`config.mk`:
```
export PLATFORM = sky130hd
export DESIGN_NAME = uvsf_top
export DESIGN_NICKNAME = d
export VERILOG_FILES = /design/src/uvsf_pkg.sv /design/src/uvsf_ramp_if.sv /design/src/uvsf_uv_check.sv /design/src/uvsf_ramp.sv /design/src/uvsf_top.sv
export VERILOG_INCLUDE_DIRS = /design/src
export SDC_FILE = /design/constraint.sdc
export NUM_CORES = 1
export LEC_CHECK = 0
export BUFFER_PORTS_ARGS = -buffer_cell sky130_fd_sc_hd__buf_2
export CORE_MARGIN = 5
export CORE_UTILIZATION = 53
export CTS_BUF_LIST = sky130_fd_sc_hd__clkbuf_8
export CTS_CLUSTER_DIAMETER = 100
export DETAILED_ROUTE_END_ITERATION = 7
export GPL_TIMING_DRIVEN = 0
export PLACE_DENSITY = 0.78
export REMOVE_ABC_BUFFERS = 1
export SETUP_SLACK_MARGIN = 0.5
export SYNTH_ARGS = -nofsm -noshare
export SYNTH_HDL_FRONTEND = slang
export SYNTH_SLANG_ARGS = --single-unit
```
`constraint.sdc`:
```
create_clock -name core_clk -period 4.9 [get_ports core_clk]
set_clock_uncertainty 0.2 [all_clocks]
set_input_delay 0.245 -clock core_clk [delete_from_list [all_inputs] [get_ports core_clk]]
set_output_delay 0.245 -clock core_clk [all_outputs]
set_load 0.05 [all_outputs]
```
`src/uvsf_defs.svh`:
```
/* Constants of the undervoltage, soft-start and filter gain register bank.
   Assumes one 50 MHz core clock shared with the APB master. */
`ifndef UVSF_DEFS_SVH
`define UVSF_DEFS_SVH
`define UVSF_CLK_HZ 50000000.0
`define UVSF_AW 18
`define UVSF_A(i) {16'(i), 2'b00}
`define UVSF_IDX_UVB 16'hfe29
`define UVSF_IDX_SSA 16'hfe2a
`define UVSF_IDX_SSB 16'hfe2b
`define UVSF_IDX_LFGA 16'hfe2c
`define UVSF_IDX_CTRL 16'hfe40
`define UVSF_IDX_STAT 16'hfe41
`define UVSF_IDX_ICLR 16'hfe42
`define UVSF_IDX_IEN 16'hfe43
`define UVSF_IDX_LIVE 16'hfe44
`define UVSF_CFG_RST 8'h00
`define UVSF_DEB_BIT 7
`define UVSF_THR_HI 6
`define UVSF_DEB_MS 100.0
`define UVSF_DEB_W 23
`define UVSF_SS_T0_MS 1.75
`define UVSF_SS_T1_MS 10.5
`define UVSF_SS_T2_MS 21.0
`define UVSF_SS_T3_MS 40.2
`define UVSF_REF_W 12
`define UVSF_REF_TGT 12'haaa
`define UVSF_STEP_W 16
`define UVSF_CTL_NRM 2
`define UVSF_EV_UV 0
`define UVSF_EV_RA 1
`define UVSF_EV_W 3
`endif

```
`src/uvsf_pkg.sv`:
```
/* Types of the undervoltage, soft-start and filter gain register bank.
   Assumes uvsf_defs.svh on the include path. */
`default_nettype none
`include "uvsf_defs.svh"
package uvsf_pkg;
  typedef enum logic [2:0] {
    UVSF_R_IDLE = 3'b001,
    UVSF_R_RUN = 3'b010,
    UVSF_R_DONE = 3'b100
  } uvsf_rstate_t;
  typedef logic [`UVSF_REF_W-1:0] uvsf_ref_t;
  typedef logic [`UVSF_STEP_W-1:0] uvsf_step_t;
endpackage : uvsf_pkg
`default_nettype wire

```
`src/uvsf_ramp_if.sv`:
```
/* Link between the register bank and one soft-start ramp generator.
   Assumes both ends run on core_clk. */
`timescale 1ns/1ps
`default_nettype none
interface uvsf_ramp_if;
  logic start;
  uvsf_pkg::uvsf_step_t stepPer;
  uvsf_pkg::uvsf_ref_t refVal;
  logic busy;
  logic done;
  modport ctl (output start, output stepPer, input refVal, input busy,
    input done);
  modport ramp (input start, input stepPer, output refVal, output busy,
    output done);
endinterface : uvsf_ramp_if
`default_nettype wire

```
`src/uvsf_uv_check.sv`:
```
/* Channel B undervoltage comparator with optional debounce.
   Assumes the sensed voltage comes from logic on core_clk. */
`timescale 1ns/1ps
`default_nettype none
`include "uvsf_defs.svh"
module uvsf_uv_check #(
  parameter int DEB_CYC = 2
) (
  input wire logic core_clk,
  input wire logic rst,
  input wire logic [7:0] cfg,
  input wire logic [7:0] sense,
  output logic flag
);
  localparam logic [`UVSF_DEB_W-1:0] DEB_LAST = `UVSF_DEB_W'(DEB_CYC - 1);
  logic [`UVSF_THR_HI:0] thr;
  logic debSel;
  logic below;
  logic [`UVSF_DEB_W-1:0] cnt_ff;
  logic flag_ff;

  assign thr = cfg[`UVSF_THR_HI:0];
  assign debSel = cfg[`UVSF_DEB_BIT];
  // Threshold step is twice the sensed-bit step, so thr is compared with sense[7:1]
  assign below = (thr != 7'h00) && (thr > sense[7:1]);
  assign flag = flag_ff;

  always_ff @(posedge core_clk or posedge rst) begin
    if (rst) begin
      cnt_ff <= '0;
    end else if (!below) begin
      cnt_ff <= '0;
    end else if (cnt_ff != DEB_LAST) begin
      cnt_ff <= cnt_ff + `UVSF_DEB_W'(1);
    end
  end

  always_ff @(posedge core_clk or posedge rst) begin
    if (rst) begin
      flag_ff <= 1'b0;
    end else begin
      flag_ff <= below && (!debSel || cnt_ff == DEB_LAST);
    end
  end
endmodule : uvsf_uv_check
`default_nettype wire

```
`src/uvsf_ramp.sv`:
```
/* Soft-start reference ramp of one channel.
   Assumes a step period from the register bank, latched at start. */
`timescale 1ns/1ps
`default_nettype none
`include "uvsf_defs.svh"
module uvsf_ramp (
  input wire logic core_clk,
  input wire logic rst,
  uvsf_ramp_if.ramp rif
);
  uvsf_pkg::uvsf_rstate_t state_ff;
  uvsf_pkg::uvsf_rstate_t nxt_state;
  uvsf_pkg::uvsf_step_t per_ff;
  uvsf_pkg::uvsf_step_t stepCnt_ff;
  uvsf_pkg::uvsf_ref_t ref_ff;
  logic done_ff;
  logic stepEnd;
  logic lastStep;

  assign stepEnd = (state_ff == uvsf_pkg::UVSF_R_RUN)
    && (stepCnt_ff == `UVSF_STEP_W'(per_ff - `UVSF_STEP_W'(1)));
  // Ramp ends at two thirds of full_scale_span
  assign lastStep = stepEnd
    && (ref_ff == `UVSF_REF_W'(`UVSF_REF_TGT - `UVSF_REF_W'(1)));
  assign rif.refVal = ref_ff;
  assign rif.busy = (state_ff == uvsf_pkg::UVSF_R_RUN);
  assign rif.done = done_ff;

  always_comb begin
    nxt_state = state_ff;
    unique case (state_ff)
      uvsf_pkg::UVSF_R_IDLE: begin
        if (rif.start) nxt_state = uvsf_pkg::UVSF_R_RUN;
      end
      uvsf_pkg::UVSF_R_RUN: begin
        if (rif.start) nxt_state = uvsf_pkg::UVSF_R_RUN;
        else if (lastStep) nxt_state = uvsf_pkg::UVSF_R_DONE;
      end
      uvsf_pkg::UVSF_R_DONE: begin
        if (rif.start) nxt_state = uvsf_pkg::UVSF_R_RUN;
      end
    endcase
  end

  always_ff @(posedge core_clk or posedge rst) begin
    if (rst) begin
      state_ff <= uvsf_pkg::UVSF_R_IDLE;
    end else begin
      state_ff <= nxt_state;
    end
  end

  always_ff @(posedge core_clk or posedge rst) begin
    if (rst) begin
      per_ff <= `UVSF_STEP_W'(1);
    end else if (rif.start) begin
      per_ff <= rif.stepPer;
    end
  end

  always_ff @(posedge core_clk or posedge rst) begin
    if (rst) begin
      stepCnt_ff <= '0;
    end else if (rif.start || stepEnd) begin
      stepCnt_ff <= '0;
    end else if (state_ff == uvsf_pkg::UVSF_R_RUN) begin
      stepCnt_ff <= stepCnt_ff + `UVSF_STEP_W'(1);
    end
  end

  always_ff @(posedge core_clk or posedge rst) begin
    if (rst) begin
      ref_ff <= '0;
    end else if (rif.start) begin
      ref_ff <= '0;
    end else if (stepEnd) begin
      ref_ff <= ref_ff + `UVSF_REF_W'(1);
    end
  end

  always_ff @(posedge core_clk or posedge rst) begin
    if (rst) begin
      done_ff <= 1'b0;
    end else begin
      done_ff <= lastStep && !rif.start;
    end
  end
endmodule : uvsf_ramp
`default_nettype wire

```
`src/uvsf_top.sv`:
```
/* APB register bank for the channel B undervoltage check, the channel A and
   B soft-start ramps and the channel A normal-mode low-frequency gain.
   Assumes the APB master and the sensed-voltage source run on core_clk. */
// Register access over APB was chosen for this implementation.
`timescale 1ns/1ps
`default_nettype none
`include "uvsf_defs.svh"
module uvsf_top #(
  parameter int DEB_CYC = int'(`UVSF_DEB_MS * `UVSF_CLK_HZ / 1000.0),
  parameter int SS_CYC0 = int'(`UVSF_SS_T0_MS * `UVSF_CLK_HZ / 1000.0),
  parameter int SS_CYC1 = int'(`UVSF_SS_T1_MS * `UVSF_CLK_HZ / 1000.0),
  parameter int SS_CYC2 = int'(`UVSF_SS_T2_MS * `UVSF_CLK_HZ / 1000.0),
  parameter int SS_CYC3 = int'(`UVSF_SS_T3_MS * `UVSF_CLK_HZ / 1000.0)
) (
  input wire logic core_clk,
  input wire logic rst,
  input wire logic [`UVSF_AW-1:0] paddr,
  input wire logic psel,
  input wire logic penable,
  input wire logic pwrite,
  input wire logic [31:0] pwdata,
  input wire logic [3:0] pstrb,
  output logic [31:0] prdata,
  output logic pready,
  output logic pslverr,
  input wire logic [7:0] sensedVoltageChanB,
  output logic undervoltFlagChanB,
  output logic [`UVSF_REF_W-1:0] rampRefA,
  output logic [`UVSF_REF_W-1:0] rampRefB,
  output logic [7:0] lfGainA,
  output logic lfGainActiveA,
  output logic irq
);
  localparam int TGT = int'(`UVSF_REF_TGT);
  localparam uvsf_pkg::uvsf_step_t STEP0 =
    (SS_CYC0 < TGT) ? `UVSF_STEP_W'(1) : `UVSF_STEP_W'(SS_CYC0 / TGT);
  localparam uvsf_pkg::uvsf_step_t STEP1 =
    (SS_CYC1 < TGT) ? `UVSF_STEP_W'(1) : `UVSF_STEP_W'(SS_CYC1 / TGT);
  localparam uvsf_pkg::uvsf_step_t STEP2 =
    (SS_CYC2 < TGT) ? `UVSF_STEP_W'(1) : `UVSF_STEP_W'(SS_CYC2 / TGT);
  localparam uvsf_pkg::uvsf_step_t STEP3 =
    (SS_CYC3 < TGT) ? `UVSF_STEP_W'(1) : `UVSF_STEP_W'(SS_CYC3 / TGT);

  logic [7:0] uvCfgB_ff;
  logic [7:0] ssRamp_ff [2];
  logic [7:0] lfGainReg_ff;
  logic [7:0] ctrl_ff;
  logic [`UVSF_EV_W-1:0] intStat_ff;
  logic [`UVSF_EV_W-1:0] intEn_ff;
  logic [`UVSF_EV_W-1:0] events;
  logic [`UVSF_EV_W-1:0] clrMask;
  logic [1:0] start_ff;
  logic [31:0] prdata_ff;
  logic [7:0] gainOut_ff;
  logic gainAct_ff;
  logic uvPrev_ff;
  logic uvFlag;
  logic setup;
  logic acc;
  logic wrEn;
  logic hit;
  logic [7:0] rdMux;

  uvsf_ramp_if rif[2] ();

  // Ramp step period for a 2-bit ramp time code
  function automatic uvsf_pkg::uvsf_step_t stepOf(input logic [1:0] sel);
    uvsf_pkg::uvsf_step_t per;
    per = STEP0;
    unique case (sel)
      2'b00: per = STEP0;
      2'b01: per = STEP1;
      2'b10: per = STEP2;
      2'b11: per = STEP3;
    endcase
    return per;
  endfunction : stepOf

  // APB decode, zero wait states
  assign setup = psel && !penable;
  assign acc = psel && penable;
  assign wrEn = acc && pwrite && pstrb[0];
  assign pready = 1'b1;
  assign pslverr = acc && !hit;
  assign prdata = prdata_ff;

  always_comb begin
    hit = 1'b1;
    rdMux = 8'h00;
    unique case (paddr)
      `UVSF_A(`UVSF_IDX_UVB): rdMux = uvCfgB_ff;
      `UVSF_A(`UVSF_IDX_SSA): rdMux = ssRamp_ff[0];
      `UVSF_A(`UVSF_IDX_SSB): rdMux = ssRamp_ff[1];
      `UVSF_A(`UVSF_IDX_LFGA): rdMux = lfGainReg_ff;
      `UVSF_A(`UVSF_IDX_CTRL): rdMux = ctrl_ff;
      `UVSF_A(`UVSF_IDX_STAT): rdMux = {5'h00, intStat_ff};
      `UVSF_A(`UVSF_IDX_ICLR): rdMux = 8'h00;
      `UVSF_A(`UVSF_IDX_IEN): rdMux = {5'h00, intEn_ff};
      `UVSF_A(`UVSF_IDX_LIVE): rdMux = {5'h00, rif[1].busy, rif[0].busy,
        uvFlag};
      default: hit = 1'b0;
    endcase
  end

  // Read data is captured in the setup cycle
  always_ff @(posedge core_clk or posedge rst) begin
    if (rst) begin
      prdata_ff <= 32'h0000_0000;
    end else if (setup && !pwrite) begin
      prdata_ff <= {24'h00_0000, rdMux};
    end
  end

  always_ff @(posedge core_clk or posedge rst) begin
    if (rst) begin
      uvCfgB_ff <= `UVSF_CFG_RST;
    end else if (wrEn && paddr == `UVSF_A(`UVSF_IDX_UVB)) begin
      uvCfgB_ff <= pwdata[7:0];
    end
  end

  always_ff @(posedge core_clk or posedge rst) begin
    if (rst) begin
      lfGainReg_ff <= `UVSF_CFG_RST;
    end else if (wrEn && paddr == `UVSF_A(`UVSF_IDX_LFGA)) begin
      lfGainReg_ff <= pwdata[7:0];
    end
  end

  always_ff @(posedge core_clk or posedge rst) begin
    if (rst) begin
      ctrl_ff <= `UVSF_CFG_RST;
    end else if (wrEn && paddr == `UVSF_A(`UVSF_IDX_CTRL)) begin
      ctrl_ff <= {5'h00, pwdata[`UVSF_CTL_NRM], 2'b00};
    end
  end

  always_ff @(posedge core_clk or posedge rst) begin
    if (rst) begin
      intEn_ff <= '0;
    end else if (wrEn && paddr == `UVSF_A(`UVSF_IDX_IEN)) begin
      intEn_ff <= pwdata[`UVSF_EV_W-1:0];
    end
  end

  // Soft-start channels A and B
  for (genvar g = 0; g < 2; g++) begin : g_ch
    always_ff @(posedge core_clk or posedge rst) begin
      if (rst) begin
        ssRamp_ff[g] <= `UVSF_CFG_RST;
      end else if (wrEn && paddr == `UVSF_A(`UVSF_IDX_SSA + g)) begin
        ssRamp_ff[g] <= pwdata[7:0];
      end
    end

    // Writing a one to control bit g restarts ramp g
    always_ff @(posedge core_clk or posedge rst) begin
      if (rst) begin
        start_ff[g] <= 1'b0;
      end else begin
        start_ff[g] <= wrEn && paddr == `UVSF_A(`UVSF_IDX_CTRL) && pwdata[g];
      end
    end

    assign rif[g].start = start_ff[g];
    assign rif[g].stepPer = stepOf(ssRamp_ff[g][1:0]);

    uvsf_ramp u_ramp (
      .core_clk(core_clk),
      .rst(rst),
      .rif(rif[g].ramp)
    );
  end

  assign rampRefA = rif[0].refVal;
  assign rampRefB = rif[1].refVal;

  uvsf_uv_check #(
    .DEB_CYC(DEB_CYC)
  ) u_uv (
    .core_clk(core_clk),
    .rst(rst),
    .cfg(uvCfgB_ff),
    .sense(sensedVoltageChanB),
    .flag(uvFlag)
  );

  assign undervoltFlagChanB = uvFlag;

  // Gain reaches the filter only in normal mode
  always_ff @(posedge core_clk or posedge rst) begin
    if (rst) begin
      gainOut_ff <= 8'h00;
      gainAct_ff <= 1'b0;
    end else begin
      gainAct_ff <= ctrl_ff[`UVSF_CTL_NRM];
      gainOut_ff <= ctrl_ff[`UVSF_CTL_NRM] ? lfGainReg_ff : 8'h00;
    end
  end

  assign lfGainA = gainOut_ff;
  assign lfGainActiveA = gainAct_ff;

  // Sticky events, a new event wins over a clear
  always_ff @(posedge core_clk or posedge rst) begin
    if (rst) begin
      uvPrev_ff <= 1'b0;
    end else begin
      uvPrev_ff <= uvFlag;
    end
  end

  assign events = {rif[1].done, rif[0].done, uvFlag && !uvPrev_ff};
  assign clrMask = (wrEn && paddr == `UVSF_A(`UVSF_IDX_ICLR))
    ? pwdata[`UVSF_EV_W-1:0] : '0;

  always_ff @(posedge core_clk or posedge rst) begin
    if (rst) begin
      intStat_ff <= '0;
    end else begin
      intStat_ff <= (intStat_ff & ~clrMask) | events;
    end
  end

  assign irq = |(intStat_ff & intEn_ff);
endmodule : uvsf_top
`default_nettype wire

```
# ---- Word level (Yosys, flattened, before mapping)
# Cells that the tools add are included.
dict set report classes {
  addsub 7
  multipliers 0
  div_mod_pow 0
  order_cmp 1
  n_eq_ne 32
  shift 0
  muxes 24
  n_bitwise 4
  n_reduce_logical 47
}
# cell count
set ops {}
lappend ops {{18-bit == test, second input constant} 9}
lappend ops {{16-bit one-hot mux with 4 select lines} 2}
lappend ops {{16-bit 2-to-1 mux} 4}
lappend ops {{8-bit one-hot mux with 8 select lines} 1}
lappend ops {{12-bit 2-to-1 mux} 4}
lappend ops {{23-bit 2-to-1 mux} 2}
lappend ops {{16-bit by 1-bit adder with 16-bit output, second input constant} 2}
lappend ops {{16-bit == test} 2}
lappend ops {{16-bit by 1-bit subtractor with 16-bit output, second input constant} 2}
lappend ops {{12-bit by 1-bit adder with 12-bit output, second input constant} 2}
lappend ops {{12-bit == test, second input constant} 2}
lappend ops {{1-bit logical AND} 24}
lappend ops {{23-bit by 1-bit adder with 23-bit output, second input constant} 1}
lappend ops {{23-bit == test, second input constant} 1}
lappend ops {{23-bit != test, second input constant} 1}
lappend ops {{3-bit 2-to-1 mux} 7}
lappend ops {{3-bit one-hot mux with 2 select lines} 2}
lappend ops {{9-bit OR reduction} 1}
lappend ops {{2-bit == test, second input constant} 4}
lappend ops {{8-bit 2-to-1 mux} 1}
lappend ops {{2-bit nonzero test} 4}
lappend ops {{7-bit greater-than comparator} 1}
lappend ops {{1-bit logical NOT} 7}
lappend ops {{7-bit nonzero test} 1}
lappend ops {{other kinds (16)} 28}
dict set report word_totals {
  regBits 179
  latchBits 0
  ramBits 0
  romBits 0
  inputBits 67
  output_inout_bits 69
  elab_cells 140
  n_memories 0
}

# ---- Logic depth before layout (Yosys ltp)
# Gate-level depths: netlist of run 1.
dict set report depth {
  depth_word 8
  depth_mapped 11
  mapped_depth_nobuf 9
}

# ---- By module
# From an unflattened synthesis of run 1, not the netlist that was laid out.
dict set report unflattened {
  cells_unflattened 1012
  hier_area_um2 10242.3
}
# module instances cells_per_inst area_each_um2 seq_area_each_um2
set modules_own_cells {}
lappend modules_own_cells {uvsf_top 1 278 3101.7 1476.4}
lappend modules_own_cells {{uvsf_ramp (g_ch[1].u_ramp)} 1 301 2975.4 1203.7}
lappend modules_own_cells {{uvsf_ramp (g_ch[0].u_ramp)} 1 285 2812.7 1203.7}
lappend modules_own_cells {uvsf_uv_check 1 148 1352.5 600.6}

# ---- Least setup slack after synthesis of run 1
# OpenSTA, ideal clock, no wires.
dict set report synth_path {
  kind {reg2reg}
  startpoint {reg g_ch[1].u_ramp.per_ff[0]}
  endpoint {reg g_ch[1].u_ramp.stepCnt_ff[0]}
  setup_ps 121
  arrival_time_ps 2171
  required_ps 4579
  path_slack_ps 2407
  stages_incl_launch_ff 12
  path_buffers 2
  period_less_slack_ps 2493
  cell_sequence {dfstp_2 inv_1 ha_1 xor2_1 nand3_1 nor2_1 nand4b_1 nor2_1 or2_2 clkbuf_1 buf_2 nor2_1}
}
dict set report synth_between {
  elab_chain_len 5
  elab_cells_between_ends 6
  cone_classes {add/sub: 1; eq/ne: 1; mux: 1; reduce/logical: 3}
}
# element line
set synth_rtl {}
lappend synth_rtl {{from (decl)} uvsf_ramp.sv:13} ;# uvsf_pkg::uvsf_step_t per_ff;
lappend synth_rtl {{from (signal assigned)} uvsf_ramp.sv:55} ;# per_ff <= `UVSF_STEP_W'(1);
lappend synth_rtl {{from (signal assigned)} uvsf_ramp.sv:57} ;# per_ff <= rif.stepPer;
lappend synth_rtl {{16-bit by 1-bit subtractor with 16-bit output *} uvsf_ramp.sv:21} ;# && (stepCnt_ff == `UVSF_STEP_W'(per_ff - `UVSF_STEP_W'(1)));
lappend synth_rtl {{16-bit == test *} uvsf_ramp.sv:21}
lappend synth_rtl {{1-bit logical AND *} uvsf_ramp.sv:20} ;# assign stepEnd = (state_ff == uvsf_pkg::UVSF_R_RUN)
lappend synth_rtl {{1-bit logical OR *} uvsf_ramp.sv:64} ;# end else if (rif.start || stepEnd) begin
lappend synth_rtl {{16-bit 2-to-1 mux / 2-bit nonzero test (equally long branches)} -}
lappend synth_rtl {{to (signal assigned)} uvsf_ramp.sv:67} ;# stepCnt_ff <= stepCnt_ff + `UVSF_STEP_W'(1);
lappend synth_rtl {{to (decl)} uvsf_ramp.sv:14} ;# uvsf_pkg::uvsf_step_t stepCnt_ff;
# Every way passes the cells marked *; elsewhere a longest branch is shown, timed or not.
# A chain may end at the register's enable or synchronous reset.

# ---- Worst setup path after layout of run 1
dict set report layout_path {
  startpoint {reg g_ch[1].u_ramp.per_ff[0]}
  endpoint {reg g_ch[1].u_ramp.stepCnt_ff[2]}
}
# Same word-level chain as after synthesis.

==> results.ini, run 1 <==
[global_routing]
grt_overflow=0
antenna_found_initial=0
grt_pass1_wl_um=31800
grt_max_degree=91
grt_pass1_vias=6398
grt_usage=0.215

[route]
ant_nets=0
vias_per_cell=5.56
detailedRoute.firstPassIterationCount=5
wl_um=18900
first_iter_violations=479
vias=6504
drcViolationCount=0
wire_per_inst_um=16.2

[yosys]
netlist.top_cell.by_area=dfrtp_1
ys_types=70
synth.avg_cell_area_um2=9.93
synth_top_area_share=0.458
ys_ff_latch=159
yosys_most_used_dff=dfrtp_1
synth_warnings=0
synth_area_leaders=dfrtp_1 (46%), nor2_1 (5.7%), mux2_2 (5.5%)
yosysSeqAreaShare=0.470
synth-edff-count=0
async_flop_share=1.00
syn_area_um2=8470
syn_inst=853

[power_and_ir_drop]
power.leakage_nw=4.56
ir_worst_vdd_uv=193
total_power_mw=2.45
p_per_area_nw_per_um2=258

[setup_path]
path_delay_family=simple AND/OR/NAND/NOR gates
cp_num_buf_inv=1
path_class=flip-flop to flip-flop
cpPeakStageDelay_ns=0.81
cp_max_fo=16
cp.arrival_ns=3.25
path_cells=inv_1 -> ha_1 -> xor2_1 -> nand3_1 -> nor2_1 -> nand4b_1 -> nor2_1 -> or2_2 -> nor2_1
critPathSlowestCell=nor2_1
crit_start=g_ch[1].u_ramp.per_ff[0]
crit_path_frequent_cell=nor2_1
startpoint_type=flip-flop
endpoint_kind=flip-flop
required_ns=5.02
reg2reg_from=g_ch[1].u_ramp.per_ff[0]

[hold_path]
hold_path.startpoint=paddr[2]
worstHoldPathType=input port to flip-flop

[final_layout]
final_cell_area_um2=9480
area_growth_pct=12.0
layout-drive-gt1-share=0.189
final_nets=1033
n_antenna_cell=0
utilization=0.601
instances_no_fill=1170

[floorplan]
initial_core_util=0.537
rows=46
boundaryPins=136
die_width_um=136
dieHeight_um=136
core_area_um2=15800
die-area_um2=18600

[cts]
cts_buffer_depth=2
clock-sinks=159
cts_tree=built
ctsResizeCount=0
htree_levels=4
cts_root_buf=clkbuf_8
clkSlewWorstSetupHoldPaths_ns=0.08
cts_buffers=17
clkLatencyLatePin_ns=0.45

[timing]
rsz0062_at_grt=false
drv_slew=0
finalSetupViolCount=0
post-route-min-period_ns=3.13
tightest_slew_ns=1.06
final_hold_viol_count=0
max-slew-margin-rel=0.290
whs_ns=0.133
fin_crit_sh=0.639
fmax_ghz=0.319

[placed_design]
dp_cells=1129
numPortBuffers=82
gp_congestion=0.923
place_area_um2=9000
hpwl_um=13400

[flow_run]
max_cap_violations=0

[outcome]
status=finished, final reports clean

## final timing paths
kind	slack (ns)	to	depth (start not counted)
hold / removal	0.13	prdata[0]	5
min in group asynchronous	0.22	u_uv.cnt_ff[17]	3
setup reg to reg	1.77	g_ch[1].u_ramp.stepCnt_ff[2]	9
setup / recovery	1.77	g_ch[1].u_ramp.stepCnt_ff[2]	9
hold reg to reg	0.25	intStat_ff[2]	1
max in group asynchronous	3.42	g_ch[1].u_ramp.state_ff[0]	4
## power breakdown
part           internal (mW)  switching [mW]
sequential              1.32         0.00621
clock                  0.480           0.499
combinational         0.0312           0.115
total                   1.83           0.620
## sequential cells by signal (all words and copies together) (netlist names)
signal / cells
lfGainActiveA: 1
g_ch.u_ramp.stepCnt_ff: 32
g_ch.u_ramp.state_ff: 6
u_uv.cnt_ff: 23
ssRamp_ff: 16
g_ch.u_ramp.rif.done: 2
rif.start: 2
intStat_ff: 3
lfGainA: 8
g_ch.u_ramp.rif.refVal: 24
intEn_ff: 3
g_ch.u_ramp.per_ff: 12
uvPrev_ff: 1
lfGainReg_ff: 8
prdata: 8
u_uv.flag: 1
ctrl_ff: 1
uvCfgB_ff: 8
## metrics by stage
stage | setup WS (ns) | TNS (ns)
floorplan | 0.170 | 0
global placement | -1.58 | -242.62
detailed placement | 1.52 | 0
CTS | 1.79 | 0
global route | 1.49 | 0
finish | 1.77 | 0
## final cells by class
cell class / count / area [µm²]
Timing Repair Buffer: 93 / 539
Fill cell: 1373 / 6290
Multi-Input combinational cell: 644 / 4190
Clock buffer: 19 / 262
Clock inverter: 13 / 136
Tap cell: 216 / 270
Inverter: 26 / 103
Sequential cell: 159 / 3980
## layout by cell type, fill, tap and decap left out, drive strengths merged, types with 4 or more instances in the layout
master / n
o21ai: 21
nand4: 19
nor2: 130
xnor2: 28
buf: 84
nand3b: 4
nor2b: 13
clkbuf: 19
nor4: 11
and4: 8
and2: 16
dfrtp: 155
a31o: 4
a22o: 6
mux2: 41
nor3b: 7
or3: 7
inv: 31
nand2: 63
a31oi: 4
ha: 25
or2: 5
xor2: 42
clkinv: 4
conb: 25
dfstp: 4
a221oi: 4
dlygate4sd3: 9
nand3: 32
nand4b: 7
mux2i: 10
a21oi: 19
a21o: 5
nand2b: 7
nor3: 23
and3: 19
## Yosys cell counts, types with 19 or more instances
cell     instances
ha_1            25
mux2_2          41
xor2_1          42
and3_1          19
buf_4           25
nand2_1         63
nor3_1          23
dfrtp_1        155
nand4_1         19
nand3_1         32
xnor2_1         28
inv_1           26
nor2_1         129
o21ai_0         21
## routing by layer
layer | track usage | vias up | routed length, µm
li1 | - | 3099 | -
met1 | 0.298 | 3150 | 8570
met2 | 0.335 | 222 | 8720
met3 | 0.0514 | 33 | 1240
met4 | 0.0728 | 0 | 391
met5 | 0 | - | 0
## worst reg2reg max path, cell delays in order (launching register included)
cell and delay, ns:
dfstp_2 0.58, inv_1 0.09, ha_1 0.31, xor2_1 0.13
nand3_1 0.11, nor2_1 0.13, nand4b_1 0.09, nor2_1 0.81
or2_2 0.47, nor2_1 0.10
## cells by family (layout without fill, tap and decap cells)
logic type | after synthesis | count (layout) | synth area share
AND/OR/NAND/NOR | 388 | 388 | 0.239
flip-flops | 159 | 159 | 0.470
AO/OA/AOI/OAI | 85 | 85 | 0.0685
buffers and inverters | 73 | 151 | 0.0459
XOR/XNOR | 70 | 70 | 0.0724
multiplexers | 51 | 51 | 0.0663
adder cells (fa/ha/maj) | 25 | 25 | 0.0369
other | 2 | 25 | 0.000887
## timing repair
item | CTS | global route
endpoints found under the hold margin | 108 | 0
setup buffers | 0 | 0
setup endpoints to repair | 0 | 0
hold buffers | 9 | 0
No activity file was read; power rests on OpenSTA's default activity.
==> inputs of run 2 (changes only) <==
clock period = 2.61 ns   (was 4.9 ns; I/O delays follow)
==> results.ini, run 2 (synthesis gave the netlist of run 1 again) <==
[setup_path]
r2r-end=g_ch[0].u_ramp.rif.refVal[9]  ; was g_ch[1].u_ramp.stepCnt_ff[2]
cp.arrival_ns=2.76  ; was 3.25 ns
endpoint_kind=flip-flop  ; unchanged
path_cells=or4_4 -> o221a_4 -> nor3_4 -> nand4b_1 -> and4bb_2 -> xnor2_1 -> nor2_1  ; was inv_1 -> ha_1 -> xor2_1 -> nand3_1 -> nor2_1 -> nand4b_1 -> nor2_1 -> or2_2 -> nor2_1
cpPeakStageDelay_ns=0.59  ; was 0.81 ns
reg2reg_from=g_ch[0].u_ramp.per_ff[0]  ; was g_ch[1].u_ramp.per_ff[0]
ff2ff_path_depth=7  ; was 9
path_class=flip-flop to flip-flop  ; unchanged
critPathSlowestCell=or4_4  ; was nor2_1
required_ns=2.72  ; was 5.02 ns
cp_max_fo=5  ; was 16
startpoint_type=flip-flop  ; unchanged
rrSetupSlack_ns=-0.04  ; was 1.77 ns

[final_layout]
area_growth_pct=24.8  ; was 12.0%
regMostFlops=g_ch.u_ramp.stepCnt_ff  ; unchanged
multiInputGateArea_um2=4820  ; was 4190 µm²
final_common_cell=dfrtp_1  ; unchanged
final_cell_area_um2=10600  ; was 9480 µm²
seqCellArea_um2=3990  ; was 3980 µm²
largest_reg_flops=32  ; unchanged
nFillCells=1198  ; was 1373
layout_common_cells=dfrtp_1 (150), nor2_1 (104), buf_2 (81), nand2_1 (62), xor2_1 (42)  ; was dfrtp_1 (155), nor2_1 (129), buf_2 (82), nand2_1 (63), xor2_1 (42)
instances_no_fill=1218  ; was 1170
utilization=0.670  ; was 0.601
n_antenna_cell=0  ; unchanged
layout-drive-gt1-share=0.308  ; was 0.189
final_nets=1081  ; was 1033

[hold_path]
hold_path.startpoint=pwrite  ; was paddr[2]
whs_path_depth=5  ; unchanged
holdPathEnd=prdata[7]  ; was prdata[0]
worstHoldPathType=input port to flip-flop  ; unchanged

[route]
wire_per_inst_um=17.9  ; was 16.2 µm
vias_per_cell=5.71  ; was 5.56
top_layer_used=met4  ; unchanged
route.met3.wl_um=1300  ; was 1240 µm
wl_um=21800  ; was 18900 µm
route.met2.wl_um=10700  ; was 8720 µm
vias=6954  ; was 6504
wl_met1_um=9400  ; was 8570 µm
drcViolationCount=0  ; unchanged
first_iter_violations=554  ; was 479
detailedRoute.firstPassIterationCount=5  ; unchanged
ant_nets=0  ; unchanged

[floorplan]
die-area_um2=18600  ; unchanged
core_area_um2=15800  ; unchanged
die_width_um=136  ; unchanged
initial_core_util=0.537  ; unchanged
boundaryPins=136  ; unchanged
rows=46  ; unchanged
dieHeight_um=136  ; unchanged

[timing]
max-slew-margin-rel=0.159  ; was 0.290
setup_tns_ns=-0.235  ; was 0 ns
finalSetupViolCount=18  ; was 0
rsz0062_at_grt=true  ; was false
drv_slew=0  ; unchanged
fmax_ghz=0.377  ; was 0.319 GHz
final_hold_viol_count=0  ; unchanged
whs_ns=0.0513  ; was 0.133 ns
fin_crit_sh=1.02  ; was 0.639
tightest_slew_ns=1.26  ; was 1.06 ns
post-route-min-period_ns=2.65  ; was 3.13 ns
fin_ws_ns=-0.0394  ; was 1.77 ns

[global_routing]
antenna_found_initial=0  ; unchanged
grt_overflow=0  ; unchanged
grt_pass1_vias=6930  ; was 6398
grt_usage=0.238  ; was 0.215
grt_pass1_wl_um=35000  ; was 31800 µm
grt_max_degree=91  ; unchanged

[placed_design]
place_area_um2=9000  ; unchanged
hpwl_um=13400  ; unchanged
pre_cts_ws_ns=-0.657  ; was 1.52 ns
gp_congestion=0.923  ; unchanged
numPortBuffers=82  ; unchanged
dp_cells=1129  ; unchanged

[power_and_ir_drop]
ir_worst_vdd_uv=329  ; was 193 µV
power.leakage_nw=4.97  ; was 4.56 nW
total_power_mw=4.61  ; was 2.45 mW
p_per_area_nw_per_um2=436  ; was 258 nW/µm²

[cts]
clkSlewWorstSetupHoldPaths_ns=0.09  ; was 0.08 ns
cts_tree=built  ; unchanged
clkLatencyLatePin_ns=0.46  ; was 0.45 ns
cts_buffer_depth=2  ; unchanged
cts_root_buf=clkbuf_8  ; unchanged
htree_levels=4  ; unchanged
cts_buffers=17  ; unchanged
clock-sinks=159  ; unchanged

[outcome]
violations=negative setup slack
status=finished with violations  ; was finished, final reports clean

[flow_run]
max_cap_violations=0  ; unchanged

[run 2: cell types whose count changed in the layout (fill, tap and decap cells not counted), sizes merged]
| cell | before | now |
|---|---|---|
| dlygate4sd3 | 9 | 11 |
| clkbuf | 19 | 21 |
| buf | 84 | 125 |
| nor2b | 13 | 14 |
| nand4b | 7 | 8 |
| or2 | 5 | 6 |
[run 2: area by class of cell]
cell class	count	area share
Clock buffer	19	0.0247
Multi-Input combinational cell	647	0.456
Clock inverter	13	0.0129
Tap cell	216	0.0256
Timing Repair Buffer	138	0.0932
Inverter	26	0.00994
Sequential cell	159	0.378
[run 2: worst max path at each step]
stage	end	start	depth (start not counted)	slack, ns
detailed placement	uvCfgB_ff[3]	paddr[4]	7	-0.66
CTS	g_ch[0].u_ramp.rif.refVal[9]	g_ch[0].u_ramp.per_ff[0]	9	0.02
floorplan	ctrl_ff[2]	rst	1	-2.01
global route	g_ch[0].u_ramp.rif.refVal[9]	g_ch[0].u_ramp.per_ff[0]	7	-0.13
finish	g_ch[0].u_ramp.rif.refVal[9]	g_ch[0].u_ramp.per_ff[0]	7	-0.04
global placement	lfGainA[5]	rst	2	-3.75
[run 2: power breakdown]
group | internal (mW) | switching (mW) | leakage, nW
sequential | 2.47 | 0.0111 | 2.15
combinational | 0.0643 | 0.221 | 2.61
clock | 0.902 | 0.942 | 0.205
[run 2: routing by layer]
metal | global-route usage | up-vias
li1 | - | 3206
met1 | 0.318 | 3438
met2 | 0.381 | 277
met3 | 0.0563 | 33
met4 | 0.0873 | 0
met5 | 0 | -
[run 2: worst max-delay path: cells and delay by family (launching register included)]
| kind | cells | cell delay [ns] |
|---|---|---|
| AND/OR/NAND/NOR | 5 | 1.48 |
| AO/OA/AOI/OAI | 1 | 0.30 |
| XOR/XNOR | 1 | 0.12 |
| flip-flops | 1 | 0.41 |
[run 2: timing repair]
action | 4_1_cts | 5_1_grt
hold endpoints to repair | 113 | 0
buffers inserted | 27 | 14
setup endpoints to repair | 111 | 88
hold buffers | 11 | 0
gates resized for setup | 81 | 71
gates cloned | 4 | 1
pin swaps | 36 | 47
==> inputs of run 3 (changes only) <==
==> constraint.sdc (replaced) <==
create_clock -name core_clk -period 2.61 [get_ports core_clk]
set_clock_uncertainty 0.2 [all_clocks]
set_input_delay 0 -clock core_clk [delete_from_list [all_inputs] [get_ports core_clk]]
set_output_delay 0 -clock core_clk [all_outputs]
set_load 0.05 [all_outputs]
==> results.ini, run 3 (synthesis gave the netlist of run 1 again) <==
[setup_path]
required_ns=2.73  ; was 2.72 ns
startpoint_type=flip-flop  ; unchanged
endpoint_kind=flip-flop  ; unchanged
endpoint=g_ch[0].u_ramp.rif.refVal[9]  ; unchanged
rrSetupSlack_ns=-0.04  ; about the same
r2r-end=g_ch[0].u_ramp.rif.refVal[9]  ; unchanged
cp_max_fo=5  ; unchanged
path_class=flip-flop to flip-flop  ; unchanged
cp.arrival_ns=2.77  ; was 2.76 ns
reg2reg_from=g_ch[0].u_ramp.per_ff[0]  ; unchanged
ff2ff_path_depth=9  ; was 7
crit_start=g_ch[0].u_ramp.per_ff[0]  ; unchanged

[final_layout]
nFillCells=1170  ; was 1198
layout-drive-gt1-share=0.303  ; was 0.308
area_growth_pct=26.6  ; was 24.8%
largest_reg_flops=32  ; unchanged
layout_common_cells=dfrtp_1 (150), nor2_1 (107), buf_2 (80), nand2_1 (62), xor2_1 (41)  ; was dfrtp_1 (150), nor2_1 (104), buf_2 (81), nand2_1 (62), xor2_1 (42)
utilization=0.680  ; was 0.670
instances_no_fill=1234  ; was 1218
regMostFlops=g_ch.u_ramp.stepCnt_ff  ; unchanged
final_common_cell=dfrtp_1  ; unchanged
final_nets=1097  ; was 1081
seqCellArea_um2=3990  ; unchanged
n_antenna_cell=0  ; unchanged
multiInputGateArea_um2=4800  ; was 4820 µm²
final_cell_area_um2=10700  ; was 10600 µm²

[power_and_ir_drop]
p_per_area_nw_per_um2=433  ; was 436 nW/µm²
total_power_mw=4.64  ; was 4.61 mW
power.leakage_nw=5.06  ; was 4.97 nW
ir_worst_vdd_uv=330  ; was 329 µV

[timing]
post-route-min-period_ns=2.65  ; about the same
max-slew-margin-rel=0.146  ; was 0.159
fin_ws_ns=-0.0376  ; was -0.0394 ns
whs_ns=0.0323  ; was 0.0513 ns
fmax_ghz=0.378  ; was 0.377 GHz
tightest_slew_ns=1.28  ; was 1.26 ns
rsz0062_at_grt=true  ; unchanged
drv_slew=0  ; unchanged
setup_tns_ns=-0.0947  ; was -0.235 ns
finalSetupViolCount=6  ; was 18
fin_crit_sh=1.01  ; was 1.02
final_hold_viol_count=0  ; unchanged

[cts]
clkLatencyLatePin_ns=0.47  ; was 0.46 ns
cts_tree=built  ; unchanged
cts_root_buf=clkbuf_8  ; unchanged
cts_buffers=17  ; unchanged
clkSlewWorstSetupHoldPaths_ns=0.09  ; about the same
htree_levels=4  ; unchanged
cts_buffer_depth=2  ; unchanged
clock-sinks=159  ; unchanged

[placed_design]
numPortBuffers=82  ; unchanged
pre_cts_ws_ns=-0.527  ; was -0.657 ns
dp_cells=1129  ; unchanged
gp_congestion=0.923  ; unchanged
place_area_um2=9000  ; unchanged
hpwl_um=13400  ; unchanged

[route]
first_iter_violations=578  ; was 554
wl_um=22700  ; was 21800 µm
wire_per_inst_um=18.4  ; was 17.9 µm
ant_nets=0  ; unchanged
vias_per_cell=5.78  ; was 5.71
vias=7131  ; was 6954
detailedRoute.firstPassIterationCount=5  ; unchanged
drcViolationCount=0  ; unchanged

[global_routing]
grt_pass1_vias=6977  ; was 6930
grt_max_degree=91  ; unchanged
grt_overflow=0  ; unchanged
grt_usage=0.243  ; was 0.238
grt_pass1_wl_um=35600  ; was 35000 µm
antenna_found_initial=0  ; unchanged

[floorplan]
core_area_um2=15800  ; unchanged
die_width_um=136  ; unchanged
dieHeight_um=136  ; unchanged
die-area_um2=18600  ; unchanged
initial_core_util=0.537  ; unchanged
rows=46  ; unchanged
boundaryPins=136  ; unchanged

[flow_run]
max_cap_violations=0  ; unchanged

[hold_path]
whs_path_depth=5  ; unchanged
worstHoldPathType=input port to flip-flop  ; unchanged

[outcome]
violations=negative setup slack  ; unchanged
status=finished with violations  ; unchanged

[run 3: worst min-delay path by stage]
| stage | end | slack (ns) | from |
|---|---|---|---|
| after floorplan | ssRamp_ff[0] | -0.08 | pwdata[0] |
| after global placement | lfGainReg_ff[4] | 0.08 | pwdata[4] |
| after detailed placement | u_uv.cnt_ff[17] | -0.05 | rst |
| after CTS | rif[1].start | 0.001 | paddr[8] |
| after global routing | prdata[7] | 0.04 | paddr[5] |
| final | rif[1].start | 0.03 | paddr[8] |
[run 3: worst max-delay path, cell delays in order (launching register included)]
cell      delay (ns)
dfstp_2         0.59
inv_2           0.06
ha_4            0.26
xor2_1          0.14
and3_1          0.21
o21ai_1         0.08
a2111o_1        0.45
and4bb_2        0.34
xnor2_1         0.11
nor2_1          0.06
[run 3: cell type report]
| class | count | share of cell area |
|---|---|---|
| clock inverter | 13 | 0.0127 |
| timing repair buffer | 155 | 0.107 |
| sequential | 159 | 0.372 |
| inverter | 26 | 0.00980 |
| clock buffer | 19 | 0.0244 |
| multi-input combinational | 646 | 0.448 |
| tap | 216 | 0.0252 |
[run 3: timing repair]
action	in CTS	in global routing
resized for setup	78	71
hold buffers	23	0
buffers inserted	25	21
hold endpoints to repair	129	0
endpoints found under the setup margin	110	109
cloned	3	1
pin swaps	35	47
[run 3: report_power, final]
group | internal, mW | switching [mW]
sequential | 2.47 | 0.0112
combinational | 0.0725 | 0.223
clock | 0.902 | 0.962
[run 3: routing by layer]
layer / vias to the layer above / wire, µm / GRT usage
met1: 3517 / 9400 / 0.322
li1: 3237 / - / -
met3: 67 / 1650 / 0.0603
met2: 310 / 11000 / 0.386
met5: - / 0 / 0
met4: 0 / 713 / 0.0924
